File: src/io_cell_pkg.sv
// Shared constants and carrier types for the I/O cell storage control.
// Assumes a 32-bit classic Wishbone slave and a single 250 MHz clock.
package io_cell_pkg;

    // ==========================================================
    // Geometry
    localparam int NUM_ELEM = 6;
    localparam int ADDR_W   = 8;
    localparam int EL_IN0   = 0;
    localparam int EL_IN1   = 1;
    localparam int EL_OUT0  = 2;
    localparam int EL_OUT1  = 3;
    localparam int EL_TRI0  = 4;
    localparam int EL_TRI1  = 5;

    // ==========================================================
    // Register byte addresses
    localparam logic [7:0] ADDR_CTRL    = 8'h00;
    localparam logic [7:0] ADDR_SRVAL   = 8'h04;
    localparam logic [7:0] ADDR_INITVAL = 8'h08;
    localparam logic [7:0] ADDR_SRMODE  = 8'h0C;
    localparam logic [7:0] ADDR_INVERT  = 8'h10;
    localparam logic [7:0] ADDR_CEUSED  = 8'h14;
    localparam logic [7:0] ADDR_STATUS  = 8'h18;

    // ==========================================================
    // Field positions
    localparam int CTRL_ASYNC_BIT = 0;
    localparam int CTRL_DDR_BIT   = 1;
    localparam int CTRL_INIT_BIT  = 2;
    localparam int MODE_RST_OFS   = 6;
    localparam int STAT_PIN_BIT   = 6;
    localparam int INV_ICE        = 0;
    localparam int INV_OCE        = 1;
    localparam int INV_TCE        = 2;
    localparam int INV_SR         = 3;
    localparam int INV_REV        = 4;

    // ==========================================================
    // Reset values
    localparam logic [5:0] SRVAL_RST   = 6'h00;
    localparam logic [5:0] INITVAL_RST = SRVAL_RST;
    localparam logic [5:0] SETEN_RST   = 6'h00;
    localparam logic [5:0] RSTEN_RST   = 6'h00;
    localparam logic [4:0] INVERT_RST  = 5'h00;
    localparam logic [2:0] CEUSED_RST  = 3'h0;

    // ==========================================================
    // Carriers
    typedef struct packed {
        logic input_pair_clk_en;
        logic output_pair_clk_en;
        logic tristate_pair_clk_en;
        logic set_reset_in;
        logic reverse_in;
    } ctrl_in_t;

    typedef struct packed {
        logic out_d0;
        logic out_d1;
        logic tri_d0;
        logic tri_d1;
    } fabric_data_t;

    typedef struct packed {
        logic       async_sel;
        logic       ddr_en;
        logic [5:0] sr_value;
        logic [5:0] init_value;
        logic [5:0] set_en;
        logic [5:0] reset_en;
        logic [4:0] invert;
        logic [2:0] ce_used;
    } cfg_t;

    typedef struct packed {
        cfg_t        cfg;
        logic        init_pend;
        logic [5:0]  elem;
        logic [2:0]  pin_sync;
        logic        pin;
        logic        phase;
        logic        pad;
        logic        pad_oe;
        logic        ack;
        logic [31:0] rdata;
    } state_t;

endpackage

File: src/io_cell_storage_control.sv
// Storage control of one I/O cell: input, output and 3-state register
// pairs, shared set/reset and reverse, init values, DDR output.
// Assumes fabric controls on clk_i and an asynchronous pad input.
//
// Notes on behaviour
// [RQ1] Each register pair has its own clock enable.
// [RQ2] Enables active high; unused enable counts asserted.
// [RQ3] All elements share set/reset and reverse inputs.
// [RQ4] Set/reset loads each element's own value attribute.
// [RQ5] Reverse input forces the opposite value.
// [RQ6] Init value loads after reset or global init.
// [RQ7] Value and init attributes independent per element.
// [RQ8] Sync/async choice common to whole cell.
// [RQ9] Every control input has its own polarity.
// [RQ10] Seven set/reset options per element.
// [RQ11] Reset beats set when both requested.
// [RQ12] DDR output can forward the clock.
// [RQ13] Two registers, alternate phases, muxed onto pad.
`timescale 1ns/1ps
module io_cell_storage_control (
    // Clock and reset
    input  wire logic                      clk_i,
    input  wire logic                      rst_i,
    // Wishbone slave
    input  wire logic                      wb_cyc_i,
    input  wire logic                      wb_stb_i,
    input  wire logic                      wb_we_i,
    input  wire logic [io_cell_pkg::ADDR_W-1:0] wb_adr_i,
    input  wire logic [31:0]               wb_dat_i,
    input  wire logic [3:0]                wb_sel_i,
    output logic      [31:0]               wb_dat_o,
    output logic                           wb_ack_o,
    // Fabric side
    input  wire io_cell_pkg::ctrl_in_t     ctl_i,
    input  wire io_cell_pkg::fabric_data_t fab_i,
    output logic                           in_q0_o,
    output logic                           in_q1_o,
    // Pad side
    input  wire logic                      pad_i,
    output logic                           pad_o,
    output logic                           pad_oe_o
);
    import io_cell_pkg::*;

    state_t     st_r;
    state_t     st_nxt;
    logic [5:0] force0_v;
    logic [5:0] force1_v;
    logic [5:0] ce_elem_v;
    logic [2:0] ce_pair_v;
    logic       sr_act;
    logic       rev_act;

    // ==========================================================
    // Register read view
    function automatic logic [31:0] reg_view(input state_t s,
                                             input logic [7:0] a);
        logic [31:0] v;
        v = 32'h0000_0000;
        unique case (a)
            ADDR_CTRL: begin
                v[CTRL_ASYNC_BIT] = s.cfg.async_sel;
                v[CTRL_DDR_BIT]   = s.cfg.ddr_en;
            end
            ADDR_SRVAL:   v[5:0] = s.cfg.sr_value;
            ADDR_INITVAL: v[5:0] = s.cfg.init_value;
            ADDR_SRMODE: begin
                v[5:0]                         = s.cfg.set_en;
                v[MODE_RST_OFS +: NUM_ELEM]    = s.cfg.reset_en;
            end
            ADDR_INVERT:  v[4:0] = s.cfg.invert;
            ADDR_CEUSED:  v[2:0] = s.cfg.ce_used;
            ADDR_STATUS: begin
                v[5:0]          = s.elem;
                v[STAT_PIN_BIT] = s.pin;
            end
            default:      v = 32'h0000_0000;
        endcase
        return v;
    endfunction

    // Byte-lane merge of a write into the current view
    function automatic logic [31:0] lane_merge(input logic [31:0] old,
                                               input logic [31:0] wd,
                                               input logic [3:0]  sel);
        logic [31:0] m;
        m = old;
        for (int b = 0; b < 4; b++) begin
            if (sel[b]) begin
                m[b*8 +: 8] = wd[b*8 +: 8];
            end
        end
        return m;
    endfunction

    // ==========================================================
    // Next state
    always_comb begin
        logic [31:0] wv;
        logic        req;
        logic        load;
        logic        d;
        wv   = 32'h0000_0000;
        req  = 1'b0;
        load = 1'b0;
        d    = 1'b0;
        st_nxt = st_r;

        // Polarity is folded in here, so no extra gate sits in the path
        ce_pair_v[0] = ~st_r.cfg.ce_used[0]
                     | (ctl_i.input_pair_clk_en ^ st_r.cfg.invert[INV_ICE]); // RQ2 RQ9
        ce_pair_v[1] = ~st_r.cfg.ce_used[1]
                     | (ctl_i.output_pair_clk_en ^ st_r.cfg.invert[INV_OCE]); // RQ2 RQ9
        ce_pair_v[2] = ~st_r.cfg.ce_used[2]
                     | (ctl_i.tristate_pair_clk_en ^ st_r.cfg.invert[INV_TCE]); // RQ2 RQ9
        sr_act  = ctl_i.set_reset_in ^ st_r.cfg.invert[INV_SR]; // RQ9 RQ3
        rev_act = ctl_i.reverse_in ^ st_r.cfg.invert[INV_REV]; // RQ9 RQ3

        for (int i = 0; i < NUM_ELEM; i++) begin
            ce_elem_v[i] = ce_pair_v[i/2]; // RQ1
            // Set/reset gives the attribute, reverse its opposite
            force1_v[i] = st_r.cfg.set_en[i]
                & ((sr_act & st_r.cfg.sr_value[i])
                 | (rev_act & ~st_r.cfg.sr_value[i])); // RQ4 RQ5 RQ10
            force0_v[i] = st_r.cfg.reset_en[i]
                & ((sr_act & ~st_r.cfg.sr_value[i])
                 | (rev_act & st_r.cfg.sr_value[i])); // RQ4 RQ5 RQ10
            // Sync forces wait for the enable; async ones do not
            if (!st_r.cfg.async_sel && !ce_elem_v[i]) begin // RQ8
                force1_v[i] = 1'b0;
                force0_v[i] = 1'b0;
            end
        end

        // Pad input: three stages, a change counts once the last two stages agree
        st_nxt.pin_sync = {st_r.pin_sync[1:0], pad_i};
        if (st_r.pin_sync[1] == st_r.pin_sync[2]) begin
            st_nxt.pin = st_r.pin_sync[2];
        end

        st_nxt.phase = st_r.cfg.ddr_en & ~st_r.phase;

        for (int i = 0; i < NUM_ELEM; i++) begin
            unique case (i)
                EL_IN0: begin
                    d    = st_r.pin;
                    load = ~st_r.cfg.ddr_en | ~st_r.phase;
                end
                EL_IN1: begin
                    // Loads every edge at single rate, like the other pairs
                    d    = st_r.pin;
                    load = ~st_r.cfg.ddr_en | st_r.phase;
                end
                EL_OUT0: begin
                    d    = fab_i.out_d0;
                    load = ~st_r.cfg.ddr_en | st_r.phase;
                end
                EL_OUT1: begin
                    d    = fab_i.out_d1;
                    load = ~st_r.cfg.ddr_en | st_r.phase;
                end
                EL_TRI0: begin
                    d    = fab_i.tri_d0;
                    load = ~st_r.cfg.ddr_en | st_r.phase;
                end
                default: begin
                    d    = fab_i.tri_d1;
                    load = ~st_r.cfg.ddr_en | st_r.phase;
                end
            endcase
            if (st_r.init_pend) begin
                st_nxt.elem[i] = st_r.cfg.init_value[i]; // RQ6 RQ7
            end else if (force0_v[i]) begin
                st_nxt.elem[i] = 1'b0; // RQ11
            end else if (force1_v[i]) begin
                st_nxt.elem[i] = 1'b1;
            end else if (ce_elem_v[i] && load) begin
                st_nxt.elem[i] = d; // RQ1
            end
        end

        // Pair launched together, emitted one per phase
        st_nxt.pad = (st_r.cfg.ddr_en && st_r.phase)
                   ? st_r.elem[EL_OUT1] : st_r.elem[EL_OUT0]; // RQ12 RQ13
        st_nxt.pad_oe = (st_r.cfg.ddr_en && st_r.phase)
                      ? ~st_r.elem[EL_TRI1] : ~st_r.elem[EL_TRI0];

        // Wishbone: one wait state, ack drops the cycle after it rose
        req = wb_cyc_i & wb_stb_i & ~st_r.ack;
        st_nxt.ack       = req;
        st_nxt.rdata     = req ? reg_view(st_r, wb_adr_i)
                               : 32'h0000_0000;
        st_nxt.init_pend = 1'b0;
        if (req && wb_we_i) begin
            wv = lane_merge(reg_view(st_r, wb_adr_i), wb_dat_i, wb_sel_i);
            unique case (wb_adr_i)
                ADDR_CTRL: begin
                    st_nxt.cfg.async_sel = wv[CTRL_ASYNC_BIT]; // RQ8
                    st_nxt.cfg.ddr_en    = wv[CTRL_DDR_BIT];
                    st_nxt.init_pend     = wb_sel_i[0]
                                         & wb_dat_i[CTRL_INIT_BIT]; // RQ6
                end
                ADDR_SRVAL:   st_nxt.cfg.sr_value   = wv[5:0]; // RQ7
                ADDR_INITVAL: st_nxt.cfg.init_value = wv[5:0]; // RQ7
                ADDR_SRMODE: begin
                    st_nxt.cfg.set_en   = wv[5:0]; // RQ10
                    st_nxt.cfg.reset_en = wv[MODE_RST_OFS +: NUM_ELEM];
                end
                ADDR_INVERT:  st_nxt.cfg.invert  = wv[4:0]; // RQ9
                ADDR_CEUSED:  st_nxt.cfg.ce_used = wv[2:0]; // RQ2
                default: begin
                end
            endcase
        end

        if (rst_i) begin
            st_nxt                = '0;
            st_nxt.cfg.sr_value   = SRVAL_RST;
            st_nxt.cfg.init_value = INITVAL_RST;
            st_nxt.cfg.set_en     = SETEN_RST;
            st_nxt.cfg.reset_en   = RSTEN_RST;
            st_nxt.cfg.invert     = INVERT_RST;
            st_nxt.cfg.ce_used    = CEUSED_RST;
            st_nxt.elem           = INITVAL_RST; // RQ6
            st_nxt.pad_oe         = ~INITVAL_RST[EL_TRI0];
        end
    end

    always_ff @(posedge clk_i) begin
        st_r <= st_nxt;
    end

    assign wb_dat_o = st_r.rdata;
    assign wb_ack_o = st_r.ack;
    assign in_q0_o  = st_r.elem[EL_IN0];
    assign in_q1_o  = st_r.elem[EL_IN1];
    assign pad_o    = st_r.pad;
    assign pad_oe_o = st_r.pad_oe;
endmodule // io_cell_storage_control

File: config.mk
export PLATFORM = sky130hd
export DESIGN_NAME = io_cell_storage_control
export DESIGN_NICKNAME = d
export VERILOG_FILES = /design/src/io_cell_pkg.sv /design/src/io_cell_storage_control.sv
export SDC_FILE = /design/constraint.sdc
export NUM_CORES = 1
export LEC_CHECK = 0
export CORE_MARGIN = 8
export CORE_UTILIZATION = 60
export DETAILED_ROUTE_END_ITERATION = 8
export DONT_BUFFER_PORTS = 1
export GPL_TIMING_DRIVEN = 0
export PLACE_DENSITY = 0.84
export SLEW_MARGIN = 10
export SYNTH_ARGS = -nofsm -noshare
export SYNTH_HDL_FRONTEND = slang
export SYNTH_SLANG_ARGS = --single-unit
File: constraint.sdc
create_clock -name clk_i -period 2.66 [get_ports clk_i]
set_clock_uncertainty 0.05 [all_clocks]
set_input_delay 0.798 -clock clk_i [delete_from_list [all_inputs] [get_ports clk_i]]
set_output_delay 0.798 -clock clk_i [all_outputs]
set_load 0.03 [all_outputs]
==> impl_metrics.ini, run 1 <==
[routing]
detailedRoute.firstIterationViolations = 345
route.detailed.vias_per_inst = 6.34
routed_wirelength_um = 10700
route.detailed.drc = 0
drt-pass1-iter-count = 5
routed-via-count = 3210
routed_wire_length_per_instance_um = 21.1
drtAntennaViolNets = 0

[clocking]
cts_tree = built
clk_transition_reported_paths_ns = 0.07
cts.root.buffer_cell = clkbuf_8
cts.sink_count = 61
post_cts_buffers = 0
clockBufferDepth = 2
htreeDepth = 3
post_cts_resized = 0
post_cts_hold_buffer_count = 0
cts_inserted_buffers = 9
clkLatencyLatePin_ns = 0.35

[die]
initial_utilization = 0.624
fp-row-count = 27
core-area_um2 = 5540
die_width_um = 91.9
die_area_um2 = 8450
die_height_um = 91.9
ioPinCount = 96

[worst_setup_path]
cp.required_ns = 2.84
critical_path.top_delay_family = simple AND/OR/NAND/NOR gates
cp_data_arrival_time_ns = 2.60
critical_path.max_stage_delay_ns = 0.55
cp.buffers_inverters = 1
crit_path_start_kind = input port
critPathCaptureType = register
crit_slowest_cell = nor2b_1
timing.critical_path.mode_cell = nor2b_1
maximum_fanout_encountered_on_the_critical_timing_path = 9
cp_cell_sequence = buf_2 -> nor2b_1 -> nand4_1 -> nor2b_1 -> a22oi_1 -> nand2_1
worstSetupPathType = input port to register

[timing]
finalSetupViolCount = 0
finalWorstSetupSlack_ns = 0.240
timing.final.crit_share = 0.910
max-slew-margin-rel = 0.406
period_minus_slack_ns = 2.42
max_clock_freq_mhz = 413
timing.final.max_slew_violations = 0
worst_pin_slew_ns = 0.885
grt_setup_unrepaired = no
report.final.hold_viol_count = 0
hold_ws_ns = 0.404
fin_setup_tns_ns = 0

[logic_synthesis]
synth_ff_type = dfxtp_1
netlist_instances = 400
ys_async_sr_fraction = 0
synth_edf_count = 0
number_of_synthesized_register_bits = 61
synth.distinct_cells = 64
yosys_warnings = 0
syn_area_um2 = 3460
synth_sequential_area_ratio = 0.353
synth_area_per_cell_um2 = 8.65

[pwr]
p_total_mw = 1.82
power.clock.fraction = 0.382
worst_ir_drop_vdd_uv = 334
p_per_area_nw_per_um2 = 482
internal_power_mw = 1.31
netSwitchingFraction = 0.282
power_switching_uw = 514
seq_power_share = 0.511
static_leakage_nw = 1.51
power_frac_comb = 0.107

[global_routing]
overflow = 0
grt_start_max_net_pins = 11
groute.usage.overall = 0.253
number_of_antenna_violations_at_the_first_check_in_global_routing = 0
first_global_vias = 3138
grt_pass1_wl_um = 16600

[placed_design]
detailedPlace.worstSlack_ns = -0.0475
placement.cell_area_um2 = 3620
gp_congestion = 0.942
placed_cells = 491
dp.final_hpwl_um = 8130
port_buffers = 0

[final_layout]
area_growth_pct = 9.19
final_cell_mix = dfxtp_1 (61), nand2_1 (38), buf_4 (32), a21oi_1 (22)
mostFrequentLayoutCell = dfxtp_1
fraction_of_final_layout_cells_sized_beyond_drive_strength_1 = 0.168
post-route-cell-area_um2 = 3780
fin_util = 0.682
stdcell_count = 506
n_fill_cell = 482
final_layout_net_count = 489
antenna_cells = 0

[status]
outcome = completed

[run]
drv_cap = 0

[hold_path]
min_delay_path_class = register to register
[sequential cells by signal (all words and copies together), names as in the netlist]
name and count:
wb_dat_o 12, in_q1_o 1, st_r 44, pad_o 1
in_q0_o 1, pad_oe_o 1, wb_ack_o 1
[cell families (layout without fill, tap and decap cells)]
group / count (synthesis) / after routing / synth area share
and+or+nand+nor: 152 / 152 / 0.258
other: 1 / 20 / 0.00108
AOI/OAI and AO/OA: 103 / 103 / 0.208
xor gates and xnor gates: 7 / 7 / 0.0177
muxes: 21 / 21 / 0.0619
buffers and inverters: 55 / 70 / 0.0999
DFF: 61 / 61 / 0.353
[layout make-up]
| class | count | area [um^2] | share of cell area |
|---|---|---|---|
| clock buffer | 10 | 128 | 0.0338 |
| multi-input combinational | 303 | 1960 | 0.520 |
| inverter | 6 | 22.5 | 0.00596 |
| sequential | 61 | 1220 | 0.323 |
| tap | 72 | 90.1 | 0.0239 |
| clock inverter | 5 | 28.8 | 0.00762 |
| buffer | 49 | 323 | 0.0855 |
[routing by layer]
metal  part of all wire  routed length (um)  GRT usage
met1               0.41                4360      0.311
met2               0.45                4820      0.393
met3               0.10                1120     0.0676
met4              0.035                 376      0.137
met5                  0                   0          0
[synthesized netlist by cell type, drive strengths merged (4+ instances only)]
library cell,number,area [um^2]
a21oi,22,110
nor2b,11,68.8
a221oi,5,43.8
inv,6,22.5
nand2,39,149
nand3,18,95.1
and3b,4,35.0
a211oi,6,45.0
mux2i,18,180
xnor2,5,43.8
o31ai,7,52.6
nand4,5,31.3
nand2b,7,43.8
buf,43,299
nor2,20,75.1
o211ai,6,50.1
and3,10,62.6
dfxtp,61,1220
nor3,9,77.6
o21ai,22,110
clkbuf,6,23.8
nand3b,14,105
[path summary, 6_finish.rpt]
kind | slack (ns) | to | depth (start not counted) | from
setup reg to reg | 0.42 | st_r[75] | 6 | wb_ack_o
setup / recovery | 0.24 | st_r[53] | 6 | wb_adr_i[4]
hold / removal | 0.40 | st_r[38] | 1 | st_r[37]
hold reg to reg | 0.40 | st_r[38] | 1 | st_r[37]
[worst reg2reg max path, delay by kind of cell (launching register included)]
family / cells / cell delay [ns]
compound gates: 1 / 0.28
buf+inv: 1 / 0.22
flops: 1 / 0.43
mux: 1 / 0.17
simple gates: 3 / 0.99
[power by group through the flow]
stage          combinational, mW  sequential [mW]  clock (mW)
2_1_floorplan              0.156            0.948           0
3_3_place_gp               0.187            0.950           0
3_5_place_dp               0.188            0.950           0
4_1_cts                    0.189            0.930       0.698
5_1_grt                    0.208            0.930       0.734
6_report                   0.195            0.930       0.697
(Power assumes the default switching activity.)
==> run 2: changes to the inputs <==
Settings changed: CELL_PAD_IN_SITES_DETAIL_PLACEMENT set to 1, CELL_PAD_IN_SITES_GLOBAL_PLACEMENT set to 2, CORE_UTILIZATION 60 to 37, PLACE_DENSITY 0.84 to 0.87.
==> run 2 against run 1 <==
  * Count of clock-buffer cells in the layout up 2
  * Critical path depth unchanged
  * Via count down 1.1%
  * Routed wire length up 12%
  * Clock power up 28%
  * Register-to-register slack about the same
  * Utilization down 26 points
  * Worst setup slack worse by 0.050 ns
  * First-iteration DRC count down 50%
  * Design area up 2.7%
  * Total power up 11%
  * Worst hold slack about the same
  * Critical path type unchanged
  * Critical endpoint unchanged
==> impl_metrics.ini, run 2 (synthesized netlist as in run 1, its figures left out) <==
[worst_setup_path]
cp_data_arrival_time_ns = 2.65
critical_path.max_stage_delay_ns = 0.53
reg2regPathDepth = 6
maximum_fanout_encountered_on_the_critical_timing_path = 9
crit_path_start_kind = input port
critPathCaptureType = register
cp.required_ns = 2.84
cp.buffers_inverters = 1
timing.critical_path.mode_cell = nor2b_1
critical_path.top_delay_family = simple AND/OR/NAND/NOR gates
worstSetupPathType = input port to register
crit_slowest_cell = nor2b_1
cp_cell_sequence = buf_2 -> nor2b_1 -> nand4_1 -> nor2b_1 -> a22oi_1 -> nand2_1
cp.depth = 6

[timing]
hold_ws_ns = 0.404
max-slew-margin-rel = 0.454
period_minus_slack_ns = 2.47
report.final.hold_viol_count = 0
max_clock_freq_mhz = 405
worst_pin_slew_ns = 0.813
timing.final.max_slew_violations = 0
finalWorstSetupSlack_ns = 0.190
fin_setup_tns_ns = 0
timing.final.crit_share = 0.929
finalSetupViolCount = 0
grt_setup_unrepaired = no

[routing]
routed-via-count = 3175
routed_wirelength_um = 12000
routed_wire_length_per_instance_um = 21.9
route.detailed.drc = 0
route.detailed.vias_per_inst = 5.82
drtAntennaViolNets = 0
drt-pass1-iter-count = 4
detailedRoute.firstIterationViolations = 174

[placed_design]
dp.final_hpwl_um = 9310
gp_congestion = 0.907
placed_cells = 530
port_buffers = 0
detailedPlace.worstSlack_ns = -0.0876

[final_layout]
area_growth_pct = 12.2
final_cell_mix = dfxtp_1 (61), nand2_1 (38), buf_4 (32), a21oi_1 (22)
n_fill_cell = 1120
fraction_of_final_layout_cells_sized_beyond_drive_strength_1 = 0.172
mostFrequentLayoutCell = dfxtp_1
largest_register_ffs = 44
antenna_cells = 0
final_layout_net_count = 489
registers.top_by_ff_count = st_r
stdcell_count = 546

[clocking]
cts_inserted_buffers = 9
post_cts_hold_buffer_count = 0
clk_transition_reported_paths_ns = 0.07
post_cts_resized = 0
cts.root.buffer_cell = clkbuf_8
htreeDepth = 3
clkLatencyLatePin_ns = 0.34
cts.sink_count = 61
clockBufferDepth = 2
cts_tree = built
post_cts_buffers = 0

[die]
initial_utilization = 0.378
die_height_um = 113
core-area_um2 = 9150
die_area_um2 = 12700
ioPinCount = 96
fp-row-count = 35
die_width_um = 113

[global_routing]
number_of_antenna_violations_at_the_first_check_in_global_routing = 0
grt_pass1_wl_um = 18600
groute.usage.overall = 0.191
overflow = 0
grt_start_max_net_pins = 11
first_global_vias = 3254

[status]
outcome = completed

[pwr]
p_per_area_nw_per_um2 = 521
worst_ir_drop_vdd_uv = 285
static_leakage_nw = 1.54

[run]
drv_cap = 0

[hold_path]
min_delay_path_class = register to register
hold_path_depth = 1
run 2: cell types whose count changed in the layout (fill, tap and decap cells not counted):
cell       before  now
clkbuf_8        9   12
bufinv_16       0    1
clkbuf_1        6    5
clkinv_2        4    3
clkinv_4        1    0
run 2: where the power goes:
group / switching (mW) / total, mW / internal [mW]
Sequential: 0.00974 / 0.930 / 0.920
Clock: 0.387 / 0.892 / 0.505
Combinational: 0.139 / 0.199 / 0.0597
run 2: worst paths after layout:
| check | slack, ns | startpoint | to |
|---|---|---|---|
| setup / recovery | 0.19 | wb_adr_i[4] | st_r[53] |
| setup reg to reg | 0.43 | wb_ack_o | st_r[75] |
| hold / removal | 0.40 | st_r[37] | st_r[38] |
| hold reg to reg | 0.40 | st_r[37] | st_r[38] |
run 2: metrics by stage:
stage	power, mW	utilization	cell area [um^2]
after detailed placement	1.15	0.401	3670
after global routing	2.09	0.424	3880
final	2.02	0.424	3880
after floorplan	1.10	-	3530
after global placement	1.14	0.401	3670
after CTS	2.03	0.424	3880
run 2: area by class of cell:
type	instances	area [um^2]	share of cell area
Buffer	49	323	0.0832
Clock buffer	12	165	0.0426
Clock inverter	4	45.0	0.0116
Inverter	6	22.5	0.00581
Multi-Input combinational cell	303	1960	0.506
Sequential cell	61	1220	0.315
Tap cell	111	139	0.0358
run 2: metal layers:
metal / wire, um / vias to the layer above / part of all wire / track usage
li1: - / 1476 / - / -
met2: 5730 / 103 / 0.48 / 0.314
met1: 5130 / 1566 / 0.43 / 0.230
met5: 0 / - / 0 / 0
met4: 341 / 0 / 0.028 / 0.0782
met3: 765 / 30 / 0.064 / 0.0515
==> run 3: changes to the inputs <==
Settings changed: PLACE_DENSITY 0.87 to 0.75.
==> run 3 against run 2 <==
  * Worst setup slack gained 0.057 ns
  * Largest power group unchanged
  * Total power is 1.6% higher
  * Die area is the same
  * Register-to-register slack gained 0.06 ns
  * Clock power up 3.6%
  * Final cell count stayed put
  * Count of clock-buffer cells in the layout is 2 lower
  * Sequential power about the same
  * Worst hold slack improved by 0.0038 ns
  * Critical path depth is 1 higher
  * Highest routed layer unchanged
  * Flip-flop and latch count stayed put
  * Fmax up 2.4%
==> impl_metrics.ini, run 3 (synthesized netlist as in run 1, its figures left out) <==
[die]
initial_utilization = 0.378
die_height_um = 113
die_area_um2 = 12700
core-area_um2 = 9150
ioPinCount = 96
fp-row-count = 35
die_width_um = 113

[worst_setup_path]
timing.critical_path.mode_cell = buf_2
worstSetupPathType = input port to register
critical_path.max_stage_delay_ns = 0.44
cp.required_ns = 2.85
critical_path.top_delay_family = simple AND/OR/NAND/NOR gates
critical_path.reg2reg.endpoint = st_r[75]
reg2regPathDepth = 6
crit_path_start_kind = input port
maximum_fanout_encountered_on_the_critical_timing_path = 10
cp_cell_sequence = buf_2 -> buf_2 -> nor3_1 -> nand4_1 -> nor2b_1 -> a22oi_1 -> nand2_1
critPathCaptureType = register
cp.buffers_inverters = 2
crit_slowest_cell = nand4_1
startpoint_of_the_most_critical_register_to_register_path = wb_ack_o
cp_data_arrival_time_ns = 2.61
ff2ff_setup_slack_ns = 0.49

[timing]
timing.final.crit_share = 0.907
period_minus_slack_ns = 2.41
grt_setup_unrepaired = no
timing.final.max_slew_violations = 0
finalSetupViolCount = 0
max-slew-margin-rel = 0.396
report.final.hold_viol_count = 0
worst_pin_slew_ns = 0.899
max_clock_freq_mhz = 414

[global_routing]
groute.usage.overall = 0.196
number_of_antenna_violations_at_the_first_check_in_global_routing = 0
grt_start_max_net_pins = 12
first_global_vias = 3126
grt_pass1_wl_um = 18800
overflow = 0

[pwr]
worst_ir_drop_vdd_uv = 293
p_per_area_nw_per_um2 = 529
static_leakage_nw = 1.54
netSwitchingFraction = 0.266
power_frac_comb = 0.097
power_switching_uw = 546
seq_power_share = 0.453
power.clock.fraction = 0.450
internal_power_mw = 1.51

[clocking]
post_cts_buffers = 0
cts_tree = built
post_cts_hold_buffer_count = 0
post_cts_resized = 0
cts.root.buffer_cell = clkbuf_8
clockBufferDepth = 2
cts.sink_count = 61
clkLatencyLatePin_ns = 0.35
clk_transition_reported_paths_ns = 0.07
cts_inserted_buffers = 9
htreeDepth = 3

[final_layout]
largest_register_ffs = 44
final_cell_mix = dfxtp_1 (61), nand2_1 (38), buf_4 (32), a21oi_1 (22)
fin_util = 0.424
antenna_cells = 0
stdcell_count = 546
registers.top_by_ff_count = st_r
area_growth_pct = 12.3
post-route-cell-area_um2 = 3880
mostFrequentLayoutCell = dfxtp_1
fraction_of_final_layout_cells_sized_beyond_drive_strength_1 = 0.170
final_layout_net_count = 489
n_fill_cell = 1094

[hold_path]
worst_hold_startpoint = st_r[37]
hold_path_depth = 1
min_delay_path_class = register to register
hold_path_end = st_r[38]

[routing]
routed_wirelength_um = 12300
drt-pass1-iter-count = 4
route.detailed.vias_per_inst = 5.73
routed-via-count = 3127
drtAntennaViolNets = 0
routed_wire_length_per_instance_um = 22.5
detailedRoute.firstIterationViolations = 189
route.detailed.drc = 0

[placed_design]
placement.cell_area_um2 = 3670
placed_cells = 530
port_buffers = 0
dp.final_hpwl_um = 9490
gp_congestion = 0.888

[status]
outcome = completed

[run]
drv_cap = 0
run 3: cell types whose count changed in the layout (fill, tap and decap cells not counted), sizes merged:
cell,previous run,this run
clkbuf,18,16
bufinv,1,2
clkinv,3,4
run 3: routing by layer:
metal	GRT usage	vias to the layer above	share of wire
met5	0	-	0
li1	-	1478	-
met4	0.0647	0	0.015
met1	0.253	1550	0.45
met3	0.0386	13	0.051
met2	0.319	86	0.49
run 3: worst max path at each step:
| stage | startpoint | end | cells past startpoint | slack, ns |
|---|---|---|---|---|
| finish | wb_adr_i[2] | st_r[53] | 7 | 0.25 |
| CTS | wb_adr_i[2] | st_r[53] | 7 | 0.31 |
| floorplan | wb_adr_i[5] | st_r[48] | 6 | 0.39 |
| global route | wb_adr_i[2] | st_r[53] | 7 | 0.18 |
| global placement | wb_adr_i[4] | st_r[53] | 6 | -0.07 |
| detailed placement | wb_adr_i[2] | st_r[53] | 7 | -0.06 |
run 3: layout make-up:
| class | count | area (um^2) | share of cell area |
|---|---|---|---|
| sequential | 61 | 1220 | 0.314 |
| tap | 111 | 139 | 0.0358 |
| clock inverter | 6 | 87.6 | 0.0226 |
| multi-input combinational | 303 | 1960 | 0.505 |
| clock buffer | 10 | 128 | 0.0329 |
| buffer | 49 | 323 | 0.0831 |
| inverter | 6 | 22.5 | 0.00580 |
run 3: worst register-to-register path: cells and delay by family, from the launching register on:
kind	cells	cell delay (ns)
AO/OA/AOI/OAI	1	0.23
buffers and inverters	1	0.22
flip-flops	1	0.43
multiplexers	1	0.15
AND/OR/NAND/NOR	3	0.99
run 3: through the flow:
| stage | power, mW | setup WS (ns) | setup TNS (ns) | hold WS, ns |
|---|---|---|---|---|
| CTS | 2.06 | 0.308 | 0 | 0.411 |
| detailed placement | 1.15 | -0.0610 | -0.0661 | 0.386 |
| finish | 2.05 | 0.247 | 0 | 0.408 |
| floorplan | 1.10 | 0.393 | 0 | 0.364 |
| global placement | 1.15 | -0.0684 | -0.106 | 0.379 |
| global route | 2.13 | 0.179 | 0 | 0.424 |
run 3: power by group through the flow:
stage / registers (mW) / logic (mW) / clock network [mW]
2_1_floorplan: 0.948 / 0.156 / 0
3_3_place_gp: 0.951 / 0.194 / 0
3_5_place_dp: 0.951 / 0.195 / 0
4_1_cts: 0.930 / 0.196 / 0.939
5_1_grt: 0.930 / 0.214 / 0.986
6_report: 0.930 / 0.199 / 0.924
